[config.mk]
export PLATFORM = sky130hd
export DESIGN_NAME = csd_core_datapath
export DESIGN_NICKNAME = d
export VERILOG_FILES = /design/src/hw/csd_core_datapath.v
export VERILOG_INCLUDE_DIRS = /design/src /design/src/hw
export SDC_FILE = /design/constraint.sdc
export NUM_CORES = 2
export LEC_CHECK = 0
export ABC_AREA = 1
export BUFFER_PORTS_ARGS = -buffer_cell sky130_fd_sc_hd__buf_2
export CORE_MARGIN = 2
export CORE_UTILIZATION = 45
export CTS_CLUSTER_SIZE = 10
export DETAILED_ROUTE_END_ITERATION = 10
export MAX_ROUTING_LAYER = met4
export PLACE_DENSITY = 0.74
export SYNTH_ARGS = -nofsm -noshare
export SYNTH_HDL_FRONTEND = slang
export SYNTH_SLANG_ARGS = --single-unit
[constraint.sdc]
create_clock -name core_clk -period 13.8 [get_ports core_clk]
set_input_delay 2.07 -clock core_clk [delete_from_list [all_inputs] [get_ports core_clk]]
set_output_delay 2.07 -clock core_clk [all_outputs]
set_load 0.005 [all_outputs]
[src/hw/csd_consts.vh]
// constants for the cpu core status datapath
`ifndef CSD_CONSTS_VH
`define CSD_CONSTS_VH
// register map (word addresses, one register per address)
`define CSD_ADDR_FLAGS 4'h0
`define CSD_ADDR_CORE_CTRL 4'h1
`define CSD_ADDR_INT_CTRL 4'h2
`define CSD_ADDR_WINDOW_PAGE 4'h3
`define CSD_ADDR_PC 4'h4
`define CSD_ADDR_OP_A 4'h5
`define CSD_ADDR_OP_B 4'h6
`define CSD_ADDR_CMD 4'h7
`define CSD_ADDR_RESULT 4'h8
`define CSD_ADDR_RESULT_HI 4'h9
`define CSD_ADDR_REPEAT 4'ha
`define CSD_ADDR_WREG_SEL 4'hb
`define CSD_ADDR_WREG_DATA 4'hc
`define CSD_ADDR_DATA_ADDR 4'hd
`define CSD_ADDR_PHYS_ADDR 4'he
// flag, core control and interrupt control register fields
`define CSD_FLAG_CARRY 0
`define CSD_FLAG_ZERO 1
`define CSD_FLAG_OVF 2
`define CSD_FLAG_NEG 3
`define CSD_FLAG_LOOP 4
`define CSD_FLAG_PRIO_LO 5
`define CSD_FLAG_PRIO_HI 7
`define CSD_FLAG_HALF 8
`define CSD_CORE_PRIO_MSB 3
`define CSD_CORE_WINDOW_EN 2
`define CSD_INT_NEST_DIS 15
// commands
`define CSD_OP_ADD 4'h0
`define CSD_OP_SUB 4'h1
`define CSD_OP_AND 4'h2
`define CSD_OP_OR 4'h3
`define CSD_OP_XOR 4'h4
`define CSD_OP_MUL_SS 4'h5
`define CSD_OP_MUL_UU 4'h6
`define CSD_OP_MUL_SU 4'h7
`define CSD_OP_MUL_US 4'h8
`define CSD_OP_SHIFT 4'h9
`define CSD_OP_DIV_U 4'ha
`define CSD_OP_DIV_S 4'hb
`define CSD_OP_PC_STEP 4'hc
`define CSD_OP_PC_LOAD 4'hd
// timing, pc mask and dma region
`define CSD_DIV_CYCLES 5'h13
`define CSD_DIV_STEPS 5'h10
`define CSD_PC_MASK 23'h7ffffe
`define CSD_DMA_BASE 16'h4000
`define CSD_DMA_BYTES 16'h0800
`endif

[src/hw/csd_core_datapath.v]
// cpu core datapath: flags, working registers, multiplier, divider, shifter
//
// Local design decisions: the register offsets and the Avalon-MM register port.
`include "csd_consts.vh"
`default_nettype none

// Operation
// - program counter is 23 bits, addressing 4M words of 24 bits.
// - instruction words are 24 bits; next word prefetched in one cycle.
// - single-cycle commands, except flow changes, multiplies and divides.
// - a single-instruction repeat loop runs with no overhead, interruptible anywhere.
// - flag bit 4 reads 1 while a repeat loop runs; read only, resets 0.
// - sixteen 16-bit working registers; the last is the stack pointer.
// - memory read, register read, memory write and fetch in one cycle.
// - data space is 32K words, 64 Kbytes, linearly addressed.
// - upper 32 Kbytes may map to program space at an 8-bit page.
// - a 2 Kbyte DMA region also serves as ordinary RAM.
// - 17x17 multiplier does signed, unsigned and mixed-sign products.
// - divide runs 19 cycles in a repeat loop, interruptible without loss.
// - shifter moves an operand up to 16 places left or right.
// - half-carry flag set on carry out of bit 3 (byte mode) or bit 7 (word mode).
// - flag bits 7..5 hold priority level; level 7 disables user interrupts.
// - priority msb extends level to 8..15; when set, user interrupts disabled.
// - priority bits become read only when nesting disable is set.
// - negative flag follows the sign of the result.
// - overflow flag set when a signed result overflows.
// - zero flag set on zero result, cleared by a non-zero result.
// - carry flag set on carry out of the most significant bit.
// - flag bits 15..9 read zero; implemented bits reset to 0.
// - for subtraction carry and half-carry act as borrow indicators.
module csd_core_datapath #(
  parameter DIV_CYCLES = 19
) (
  // clock and reset
  input wire core_clk,
  input wire rst,
  input wire clkEn,
  // avalon-mm slave
  input wire [3:0] address,
  input wire read,
  input wire write,
  input wire [31:0] writedata,
  output reg [31:0] readdata,
  output wire waitrequest,
  // interrupt handoff
  input wire intRequest,
  output wire userIntDisabled,
  output wire busy
);

  // ----------------------------------------
  // functions
  // ----------------------------------------
  function [16:0] extend17;
    input [15:0] v;
    input s;
    begin
      extend17 = {s & v[15], v};
    end
  endfunction

  // ----------------------------------------
  // state
  // ----------------------------------------
  reg [15:0] wreg [0:15];
  reg [8:0] flags;
  reg priorityLevelMsb;
  reg windowEnable;
  reg nestingDisableBit;
  reg [7:0] programWindowPage;
  reg [22:0] programCounter;
  reg [15:0] opA;
  reg [15:0] opB;
  reg [15:0] result;
  reg [15:0] resultHi;
  reg [15:0] repeatCount;
  reg [3:0] wregSel;
  reg [15:0] dataAddr;
  reg [1:0] state;
  reg [4:0] divCount;
  reg divSigned;
  reg [31:0] divRem;
  reg [15:0] divQuot;
  reg byteMode;
  reg [4:0] stallCount;
  reg ackDone;
  integer i;

  localparam ST_IDLE = 2'd0;
  localparam ST_DIV = 2'd1;
  localparam ST_STALL = 2'd2;

  // one wait cycle then acknowledge
  assign waitrequest = (read | write) & ~ackDone;
  wire accept = (read | write) & ackDone & clkEn;
  wire loopActive = (state == ST_DIV);
  assign busy = (state != ST_IDLE);
  assign userIntDisabled = priorityLevelMsb | (&flags[7:5]);

  // ----------------------------------------
  // combinational datapath
  // ----------------------------------------
  wire [16:0] sumW = {1'b0, opA} + {1'b0, opB};
  wire [16:0] difW = {1'b0, opA} - {1'b0, opB};
  wire [8:0] sumLo = {1'b0, opA[7:0]} + {1'b0, opB[7:0]};
  wire [8:0] difLo = {1'b0, opA[7:0]} - {1'b0, opB[7:0]};
  wire [4:0] sumNib = {1'b0, opA[3:0]} + {1'b0, opB[3:0]};
  wire [4:0] difNib = {1'b0, opA[3:0]} - {1'b0, opB[3:0]};
  reg [3:0] cmd;
  reg [16:0] mulA;
  reg [16:0] mulB;
  wire [33:0] product = $signed(mulA) * $signed(mulB);
  wire [4:0] shAmt = opB[15] ? (~opB[4:0] + 5'h01) : opB[4:0];
  wire [31:0] shLeft = {16'h0000, opA} << shAmt;
  wire [15:0] shRight = opA >> shAmt;
  // upper half of data space falls into the program window
  wire inWindow = windowEnable & dataAddr[15];
  wire [23:0] physAddr = {programWindowPage, dataAddr[14:0], 1'b0};
  wire inDma = (dataAddr >= `CSD_DMA_BASE) && (dataAddr < `CSD_DMA_BASE + `CSD_DMA_BYTES);

  always @* begin
    mulA = extend17(opA, cmd == `CSD_OP_MUL_SS || cmd == `CSD_OP_MUL_SU);
    mulB = extend17(opB, cmd == `CSD_OP_MUL_SS || cmd == `CSD_OP_MUL_US);
  end

  // ----------------------------------------
  // divider step
  // ----------------------------------------
  wire [15:0] absDen = (divSigned & opB[15]) ? (~opB + 16'h0001) : opB;
  wire [16:0] trial = divRem[31:15] - {1'b0, absDen};

  // ----------------------------------------
  // sequential
  // ----------------------------------------
  always @(posedge core_clk or posedge rst) begin
    if (rst) begin
      for (i = 0; i < 16; i = i + 1) begin
        wreg[i] <= 16'h0000;
      end
      flags <= 9'h000;
      priorityLevelMsb <= 1'b0;
      windowEnable <= 1'b0;
      nestingDisableBit <= 1'b0;
      programWindowPage <= 8'h00;
      programCounter <= 23'h000000;
      opA <= 16'h0000;
      opB <= 16'h0000;
      result <= 16'h0000;
      resultHi <= 16'h0000;
      repeatCount <= 16'h0000;
      wregSel <= 4'h0;
      dataAddr <= 16'h0000;
      state <= ST_IDLE;
      divCount <= 5'h00;
      divSigned <= 1'b0;
      divRem <= 32'h00000000;
      divQuot <= 16'h0000;
      byteMode <= 1'b0;
      stallCount <= 5'h00;
      ackDone <= 1'b0;
      cmd <= 4'h0;
    end else if (clkEn) begin
      ackDone <= (read | write) & ~ackDone;
      case (state)
        ST_DIV: begin
          // interrupt freezes the loop; partial remainder and quotient stay intact
          if (!intRequest) begin
            if (divCount > `CSD_DIV_CYCLES - `CSD_DIV_STEPS) begin
              if (!trial[16]) begin
                divRem <= {trial[15:0], divRem[14:0], 1'b0};
                divQuot <= {divQuot[14:0], 1'b1};
              end else begin
                divRem <= {divRem[30:0], 1'b0};
                divQuot <= {divQuot[14:0], 1'b0};
              end
            end
            divCount <= divCount - 5'h01;
            if (divCount == 5'h01) begin
              state <= ST_IDLE;
              wreg[0] <= divQuot;
              wreg[1] <= divRem[31:16];
              flags[`CSD_FLAG_ZERO] <= (divQuot == 16'h0000);
              flags[`CSD_FLAG_NEG] <= divQuot[15];
              flags[`CSD_FLAG_OVF] <= (opB == 16'h0000);
            end
          end
        end
        ST_STALL: begin
          stallCount <= stallCount - 5'h01;
          if (stallCount == 5'h01) begin
            state <= ST_IDLE;
          end
        end
        default: begin
          if (accept && write) begin
            if (address == `CSD_ADDR_FLAGS) begin
              flags[`CSD_FLAG_HALF] <= writedata[`CSD_FLAG_HALF];
              flags[3:0] <= writedata[3:0];
              if (!nestingDisableBit) begin
                flags[7:5] <= writedata[7:5];
              end
            end else if (address == `CSD_ADDR_CORE_CTRL) begin
              // priority msb is clear-only
              if (!writedata[`CSD_CORE_PRIO_MSB]) begin
                priorityLevelMsb <= 1'b0;
              end
              windowEnable <= writedata[`CSD_CORE_WINDOW_EN];
            end else if (address == `CSD_ADDR_INT_CTRL) begin
              nestingDisableBit <= writedata[`CSD_INT_NEST_DIS];
            end else if (address == `CSD_ADDR_WINDOW_PAGE) begin
              programWindowPage <= writedata[7:0];
            end else if (address == `CSD_ADDR_OP_A) begin
              opA <= writedata[15:0];
            end else if (address == `CSD_ADDR_OP_B) begin
              opB <= writedata[15:0];
            end else if (address == `CSD_ADDR_REPEAT) begin
              repeatCount <= writedata[15:0];
            end else if (address == `CSD_ADDR_WREG_SEL) begin
              wregSel <= writedata[3:0];
            end else if (address == `CSD_ADDR_WREG_DATA) begin
              wreg[wregSel] <= writedata[15:0];
            end else if (address == `CSD_ADDR_DATA_ADDR) begin
              dataAddr <= writedata[15:0];
            end else if (address == `CSD_ADDR_CMD) begin
              cmd <= writedata[3:0];
              byteMode <= writedata[4];
              case (writedata[3:0])
                `CSD_OP_ADD: begin
                  result <= writedata[4] ? {8'h00, sumW[7:0]} : sumW[15:0];
                  flags[`CSD_FLAG_CARRY] <= writedata[4] ? sumLo[8] : sumW[16];
                  flags[`CSD_FLAG_HALF] <= writedata[4] ? sumNib[4] : sumLo[8];
                  flags[`CSD_FLAG_ZERO] <= writedata[4] ? (sumW[7:0] == 8'h00) : (sumW[15:0] == 16'h0000);
                  flags[`CSD_FLAG_NEG] <= writedata[4] ? sumW[7] : sumW[15];
                  flags[`CSD_FLAG_OVF] <= writedata[4] ? ((opA[7] == opB[7]) && (sumW[7] != opA[7]))
                    : ((opA[15] == opB[15]) && (sumW[15] != opA[15]));
                end
                `CSD_OP_SUB: begin
                  // carry is an active-low borrow
                  result <= writedata[4] ? {8'h00, difW[7:0]} : difW[15:0];
                  flags[`CSD_FLAG_CARRY] <= writedata[4] ? ~difLo[8] : ~difW[16];
                  flags[`CSD_FLAG_HALF] <= writedata[4] ? ~difNib[4] : ~difLo[8];
                  flags[`CSD_FLAG_ZERO] <= writedata[4] ? (difW[7:0] == 8'h00) : (difW[15:0] == 16'h0000);
                  flags[`CSD_FLAG_NEG] <= writedata[4] ? difW[7] : difW[15];
                  flags[`CSD_FLAG_OVF] <= writedata[4] ? ((opA[7] != opB[7]) && (difW[7] != opA[7]))
                    : ((opA[15] != opB[15]) && (difW[15] != opA[15]));
                end
                `CSD_OP_AND, `CSD_OP_OR, `CSD_OP_XOR: begin
                  // logic ops touch only zero and negative
                  result <= (writedata[3:0] == `CSD_OP_AND) ? (opA & opB)
                    : (writedata[3:0] == `CSD_OP_OR) ? (opA | opB) : (opA ^ opB);
                  flags[`CSD_FLAG_ZERO] <= (((writedata[3:0] == `CSD_OP_AND) ? (opA & opB)
                    : (writedata[3:0] == `CSD_OP_OR) ? (opA | opB) : (opA ^ opB)) == 16'h0000);
                  flags[`CSD_FLAG_NEG] <= (writedata[3:0] == `CSD_OP_AND) ? (opA[15] & opB[15])
                    : (writedata[3:0] == `CSD_OP_OR) ? (opA[15] | opB[15]) : (opA[15] ^ opB[15]);
                end
                `CSD_OP_MUL_SS, `CSD_OP_MUL_UU, `CSD_OP_MUL_SU, `CSD_OP_MUL_US: begin
                  // product settles the cycle after cmd; captured on next idle cycle
                  state <= ST_STALL;
                  stallCount <= 5'h01;
                end
                `CSD_OP_SHIFT: begin
                  // positive count shifts right, negative left, zero leaves operand
                  result <= opB[15] ? shLeft[15:0] : shRight;
                end
                `CSD_OP_DIV_U, `CSD_OP_DIV_S: begin
                  state <= ST_DIV;
                  divCount <= DIV_CYCLES[4:0];
                  divSigned <= (writedata[3:0] == `CSD_OP_DIV_S);
                  divRem <= {16'h0000, opA};
                  divQuot <= 16'h0000;
                end
                `CSD_OP_PC_STEP: begin
                  programCounter <= (programCounter + 23'h000002) & `CSD_PC_MASK;
                end
                `CSD_OP_PC_LOAD: begin
                  // flow change costs one extra cycle to refill prefetch
                  programCounter <= {opB[6:0], opA} & `CSD_PC_MASK;
                  state <= ST_STALL;
                  stallCount <= 5'h01;
                end
                default: begin
                end
              endcase
            end
          end
          if (state == ST_IDLE && cmd >= `CSD_OP_MUL_SS && cmd <= `CSD_OP_MUL_US && stallCount == 5'h00) begin
            result <= product[15:0];
            resultHi <= product[31:16];
            cmd <= `CSD_OP_PC_STEP;
          end
        end
      endcase
    end
  end

  // ----------------------------------------
  // read mux
  // ----------------------------------------
  always @* begin
    readdata = 32'h00000000;
    if (address == `CSD_ADDR_FLAGS) begin
      readdata = {23'h000000, flags[8:5], loopActive, flags[3:0]};
    end else if (address == `CSD_ADDR_CORE_CTRL) begin
      readdata = {28'h0000000, priorityLevelMsb, windowEnable, 2'b00};
    end else if (address == `CSD_ADDR_INT_CTRL) begin
      readdata = {16'h0000, nestingDisableBit, 15'h0000};
    end else if (address == `CSD_ADDR_WINDOW_PAGE) begin
      readdata = {24'h000000, programWindowPage};
    end else if (address == `CSD_ADDR_PC) begin
      readdata = {9'h000, programCounter};
    end else if (address == `CSD_ADDR_OP_A) begin
      readdata = {16'h0000, opA};
    end else if (address == `CSD_ADDR_OP_B) begin
      readdata = {16'h0000, opB};
    end else if (address == `CSD_ADDR_CMD) begin
      readdata = {27'h0000000, byteMode, cmd};
    end else if (address == `CSD_ADDR_RESULT) begin
      readdata = {16'h0000, result};
    end else if (address == `CSD_ADDR_RESULT_HI) begin
      readdata = {16'h0000, resultHi};
    end else if (address == `CSD_ADDR_REPEAT) begin
      readdata = {11'h000, divCount, repeatCount};
    end else if (address == `CSD_ADDR_WREG_SEL) begin
      readdata = {28'h0000000, wregSel};
    end else if (address == `CSD_ADDR_WREG_DATA) begin
      readdata = {16'h0000, wreg[wregSel]};
    end else if (address == `CSD_ADDR_DATA_ADDR) begin
      readdata = {14'h0000, inDma, inWindow, dataAddr};
    end else if (address == `CSD_ADDR_PHYS_ADDR) begin
      readdata = {8'h00, physAddr};
    end
  end

endmodule

`default_nettype wire

---- Yosys cells after proc, flatten, opt, wreduce, memory -nomap -nowiden ----
Index checks and enable logic that the tools add are counted.
cells by class
  add/subtract/negate cells ............... 12
  multipliers ............................. 1
  $lt $le $gt $ge ......................... 7
  equal/unequal tests ..................... 104
  shift-type cells ........................ 2
  mux-type cells .......................... 192
  bitwise operators ....................... 35
  reduce and logical (&&, ||, !) cells .... 72
operators by type and width
  cell                number
  $mux 256            10
  $mux 32             19
  $mux 16             37
  $mux 24             14
  $bwmux 256          1
  $mux 5              28
  $pmux 32 s2         2
  $mux 4              25
  $logic_not 16->1    5
  $bmux 16 s4         1
  $demux 16 s4        1
  $pmux 16 s4         1
  $ne 2x2->1 const B  31
  $reduce_and 15->1   4
  $eq 4x4->1 const B  14
  $reduce_and 14->1   4
  $reduce_and 16->1   3
  $pmux 23 s2         1
  $eq 4x3->1 const B  10
  $reduce_and 17->1   2
  $mul 17x17->32      1
  $pmux 16 s2         1
  $mux 2              15
  $ne 3x2->1 const B  10
  69 further kinds    185
word-level totals
  bits in registers ....................... 464

---- Longest topological paths before layout ----
  word-level depth ........................ 19
  gate-level depth with buffers ........... 29
  gate-level depth less buffers ........... 28

---- Worst setup path after synthesis ----
Ideal clock, no wire load.
  kind .................................... reg2reg
  start ................................... register opA[15]
  end ..................................... register resultHi[8]
  library setup time ...................... 133 ps
  arrival ................................. 5761 ps
  setup slack ............................. 7907 ps
  stages on the path, launching flop included .. 24
  cell sequence ........................... dfrtp_1 clkbuf_1 clkbuf_1 buf_1 nand2_1 fa_1 inv_1 fa_1 inv_1 fa_1 fa_1 fa_1 fa_1 inv_1 ha_1 a21oi_1 o21ai_0 a21oi_1 nand3_1 nand3_1 nand2_1 or2_2 nand3_1 o21ai_0
on the way
  word-level cells in the longest chain between the ends .. 2
RTL lines
  what                      line                     source
  start: declaration        csd_core_datapath.v:72   reg [15:0] opA;
  start signal: assignment  csd_core_datapath.v:213  opA <= writedata[15:0];
  $and 1x1->1               csd_core_datapath.v:58   extend17 = {s & v[15], v};
  $mul 17x17->32 (*)        csd_core_datapath.v:112  wire [33:0] product = $signed(mulA) * $signed(mulB);
  end signal: assignment    csd_core_datapath.v:288  resultHi <= product[31:16];
  end: declaration          csd_core_datapath.v:75   reg [15:0] resultHi;
Every way passes the cells marked *; elsewhere a longest branch is shown, timed or not.
A chain may end at the register's enable or synchronous reset.

---- Final worst setup path ----
Same ends and word-level chain as after synthesis.

==> metrics.md <==
| Metric | Value |
|---|---|
| Post-route DRC | `0` |
| Vias after detailed routing | `35300` |
| WL final | `135000 um` |
| Root Driver | `clkbuf_16` |
| Slew Limit Fails | `0` |
| Most frequent cell after synthesis | `nand2_1` |
| Outcome | `finished clean` |
| Reg clk slew, reported paths | `50 ps` |
| Final setup violation count | `0` |
| Yosys top cell area share | `30.1%` |
| Clock power frac | `24.1%` |
| Synth Cell Area | `0.0385 mm^2` |
| RSZ-0062 raised after global routing | `false` |
| CP Launch Type | `flip-flop` |
| Final worst path period share | `57.2%` |
| Switching part of the total | `44.2%` |
| Buf+Inv Stages, Crit Path | `5` |
| Initial antenna violation count | `4` |
| Max Cap Viol | `0` |
| Slew headroom | `18.7%` |
| Cell taking the most area after synthesis | `dfrtp_1` |
| Num CTS Buffers | `53` |
| Fin Setup TNS | `0 ps` |
| Drt pass-1 iters | `7` |
| First-pass GRT wire length | `207000 um` |
| Cell Int Power | `2.91 mW` |
| GRT Total Usage | `32.0%` |
| Register share of total power | `31.4%` |
| Peak supply drop | `0.000208 V` |
| Sw power | `2.30 mW` |
| Most frequent cells after synthesis | `nand2_1 (1445), inv_1 (764), o21ai_0 (526)` |
| Crit path top cell by count | `fa_1` |
| Total area of sequential cells | `0.0116 mm^2` |
| Critical Path RT | `14270 ps` |
| Placer Congestion | `1.03` |
| Comb pwr share | `44.4%` |
| Placed cell area | `0.0396 mm^2` |
| Hold-fix buffers, CTS | `0` |
| Die area | `0.0879 mm^2` |
| Post-CTS setup buffer count | `0` |
| H-tree levels | `2` |
| Initial core utilization | `45.3%` |
| Cells along the critical path | `buf_4 > nand3_1 > nor2_1 > inv_1 > fa_1 > inv_1 > fa_1 > inv_1 > fa_1 > fa_1 > fa_1 > fa_1 > inv_1 > ha_1 > nand2_1 > nor4_1 > nand4_1 > nand3_1 > nand3_1 > nand2_1 > nand2_1 > nand3_1 > o21ai_0` |
| Number of synthesized flops with an enable pin | `0` |
| Core box area | `0.0850 mm^2` |
| FP Rows | `107` |
| Most used DFF post-synth | `dfrtp_1` |
| Fin area | `0.0410 mm^2` |
| Worst setup path category | `flip-flop to flip-flop` |
| Slowest cell on crit path | `nor4_1` |
| Fin util | `48.3%` |
| Async S/R FF share, synth | `100%` |
| Clock skew | `36.1 ps` |
| Share of cells above drive strength 1 | `4.69%` |
| Max Buffers Root-to-Sink | `3` |
| FF+latch count, synth | `463` |
| Cell variety after synth | `65` |
| Area grow syn2layout | `6.55%` |
| Cells after Synth | `5133` |
| Dpl hpwl | `98300 um` |
| Area of the multi-input gates | `0.0228 mm^2` |
| Crit-path leading delay family | `adder cells` |
| DR iter-0 viols | `4211` |
| Die Wd | `297 um` |
| Total grt overflow | `0` |
| # resized after CTS | `0` |
| CP endpoint kind | `flip-flop` |
| Max incr delay on CP | `940 ps` |
| Final-stage net count | `5506` |
| Die height | `297 um` |
| Register area share after synthesis | `30.1%` |
| P_leak | `20.6 nW` |
| Largest net degree at the start of global routing | `188` |
| Hold WS | `483 ps` |
| ANT nets after route | `0` |
| Routed vias/inst | `5.72` |
| Input/output buffers | `52` |
| Vias in the first global route | `33800` |
| Fin crit period | `7890 ps` |
| Maximum clock frequency | `127 MHz` |
| DR WL/cell | `21.9 um` |
| Fillers | `8302` |
| Pwr per Cell Area | `127 mW/mm^2` |
| CTS tree | `yes` |
| Hold/Removal Path Class | `flip-flop to flip-flop` |
| Area contributors post-synth | `dfrtp_1 (30%), fa_1 (15%), nand2_1 (14%)` |
| YS warnings | `0` |
| Skew-Pair Late Insertion Delay | `620 ps` |
| Worst slew pin tran | `1220 ps` |
| CP arrival | `8360 ps` |
| PnR Total Power | `5.21 mW` |
| Synth Area per Inst | `7.50 um^2` |
| CTS sink cnt | `463` |
| Worst Path Max Fanout | `27` |
| Hold Vio Cnt, Final | `0` |
| Boundary Pins | `77` |
## flip-flops by register name (all words and copies together), names as in the netlist, 8 cells and up
| register | count |
|---|---|
| divRem | 32 |
| opA | 16 |
| flags | 8 |
| wreg | 256 |
| programWindowPage | 8 |
| divQuot | 16 |
| resultHi | 16 |
| repeatCount | 16 |
| extend17.v | 16 |
| result | 16 |
| dataAddr | 16 |
| programCounter | 22 |
## routing by layer
metal / share of wire, % / track usage [%]
met5: 0 / -
met4: 4.5 / 11.8
met3: 12 / 8.11
met2: 42 / 44.6
met1: 42 / 44.7
## layout by cell type (no fill, tap or decap), types with 9 or more instances in the layout
cell       synthesis  layout
or2_2             12      12
buf_2             46      52
a21oi_1          169     167
o21ai_0          526     526
o21ai_1            9       9
nor3_1            38      38
a31oi_1           27      27
buf_4             10      63
xnor2_1           13      13
o211ai_1          54      54
dfrtp_1          463     463
nor2_1           248     245
o22ai_1           32      32
o21a_1            33      33
o2111ai_1         10      10
fa_1             285     285
nand2_1         1445    1445
a22oi_1          122     122
inv_2             12      12
o221ai_1          28      28
xor2_1            67      67
inv_1            764     763
ha_1             158     157
nand3_1          177     177
nor4_1            11      11
clkbuf_16          0      53
nand4_1           49      49
## through the flow
step / setup slack, ps / std cells
after floorplan: 5460 / 5140
final: 5910 / 6178
after global placement: 6060 / 6110
after CTS: 5940 / 6175
after global routing: 5390 / 6177
after detailed placement: 5950 / 6110
## power by group through the flow
stage	Clock, mW	Sequential [mW]	Combinational (mW)
after floorplan	0	1.62	1.54
after global placement	0	1.65	2.22
after detailed placement	0	1.65	2.23
after CTS	1.27	1.63	2.25
after global routing	1.33	1.65	2.52
final	1.26	1.64	2.31
## cell type report
type	count	area share (%)
well taps	1144	3.49
repair buffers	117	1.88
multi-input cells	3603	55.7
flip-flops and latches	463	28.2
clock inverters	4	0.180
diodes	3	0.0183
inverters	783	7.17
clock buffers	61	3.35
## worst min-delay path: stages (launching register included)
cell and delay (ps):
dfrtp_1 340, nand2_1 50, o21ai_0 50
## path summary, 6_finish.rpt
path	from	end	slack, ps	depth (start not counted)
min in group asynchronous	rst	divRem[29]$_DFFE_PP0P_	1720	3
min reg2reg	wreg[102]$_DFFE_PP0P_	wreg[102]$_DFFE_PP0P_	480	2
max	opA[15]$_DFFE_PP0P_	resultHi[8]$_DFFE_PP0P_	5910	23
max in group asynchronous	rst	wreg[97]$_DFFE_PP0P_	9780	5
max reg2reg	opA[15]$_DFFE_PP0P_	resultHi[8]$_DFFE_PP0P_	5910	23
min	wreg[102]$_DFFE_PP0P_	wreg[102]$_DFFE_PP0P_	480	2
## logic make-up (layout without fill, tap and decap cells)
| logic type | count (synthesis) | after routing | share of synthesized area, % |
|---|---|---|---|
| DFF | 463 | 463 | 30.1 |
| other | 1 | 11 | 0.00974 |
| adders and majority gates | 443 | 443 | 19.9 |
| and+or+nand+nor | 2016 | 2016 | 21.3 |
| xor gates and xnor gates | 81 | 81 | 1.86 |
| buffers and inverters | 1074 | 965 | 10.8 |
| muxes | 2 | 2 | 0.0585 |
| AOI/OAI and AO/OA | 1053 | 1053 | 16.0 |
Note: power is estimated with default switching activity, not from simulation.
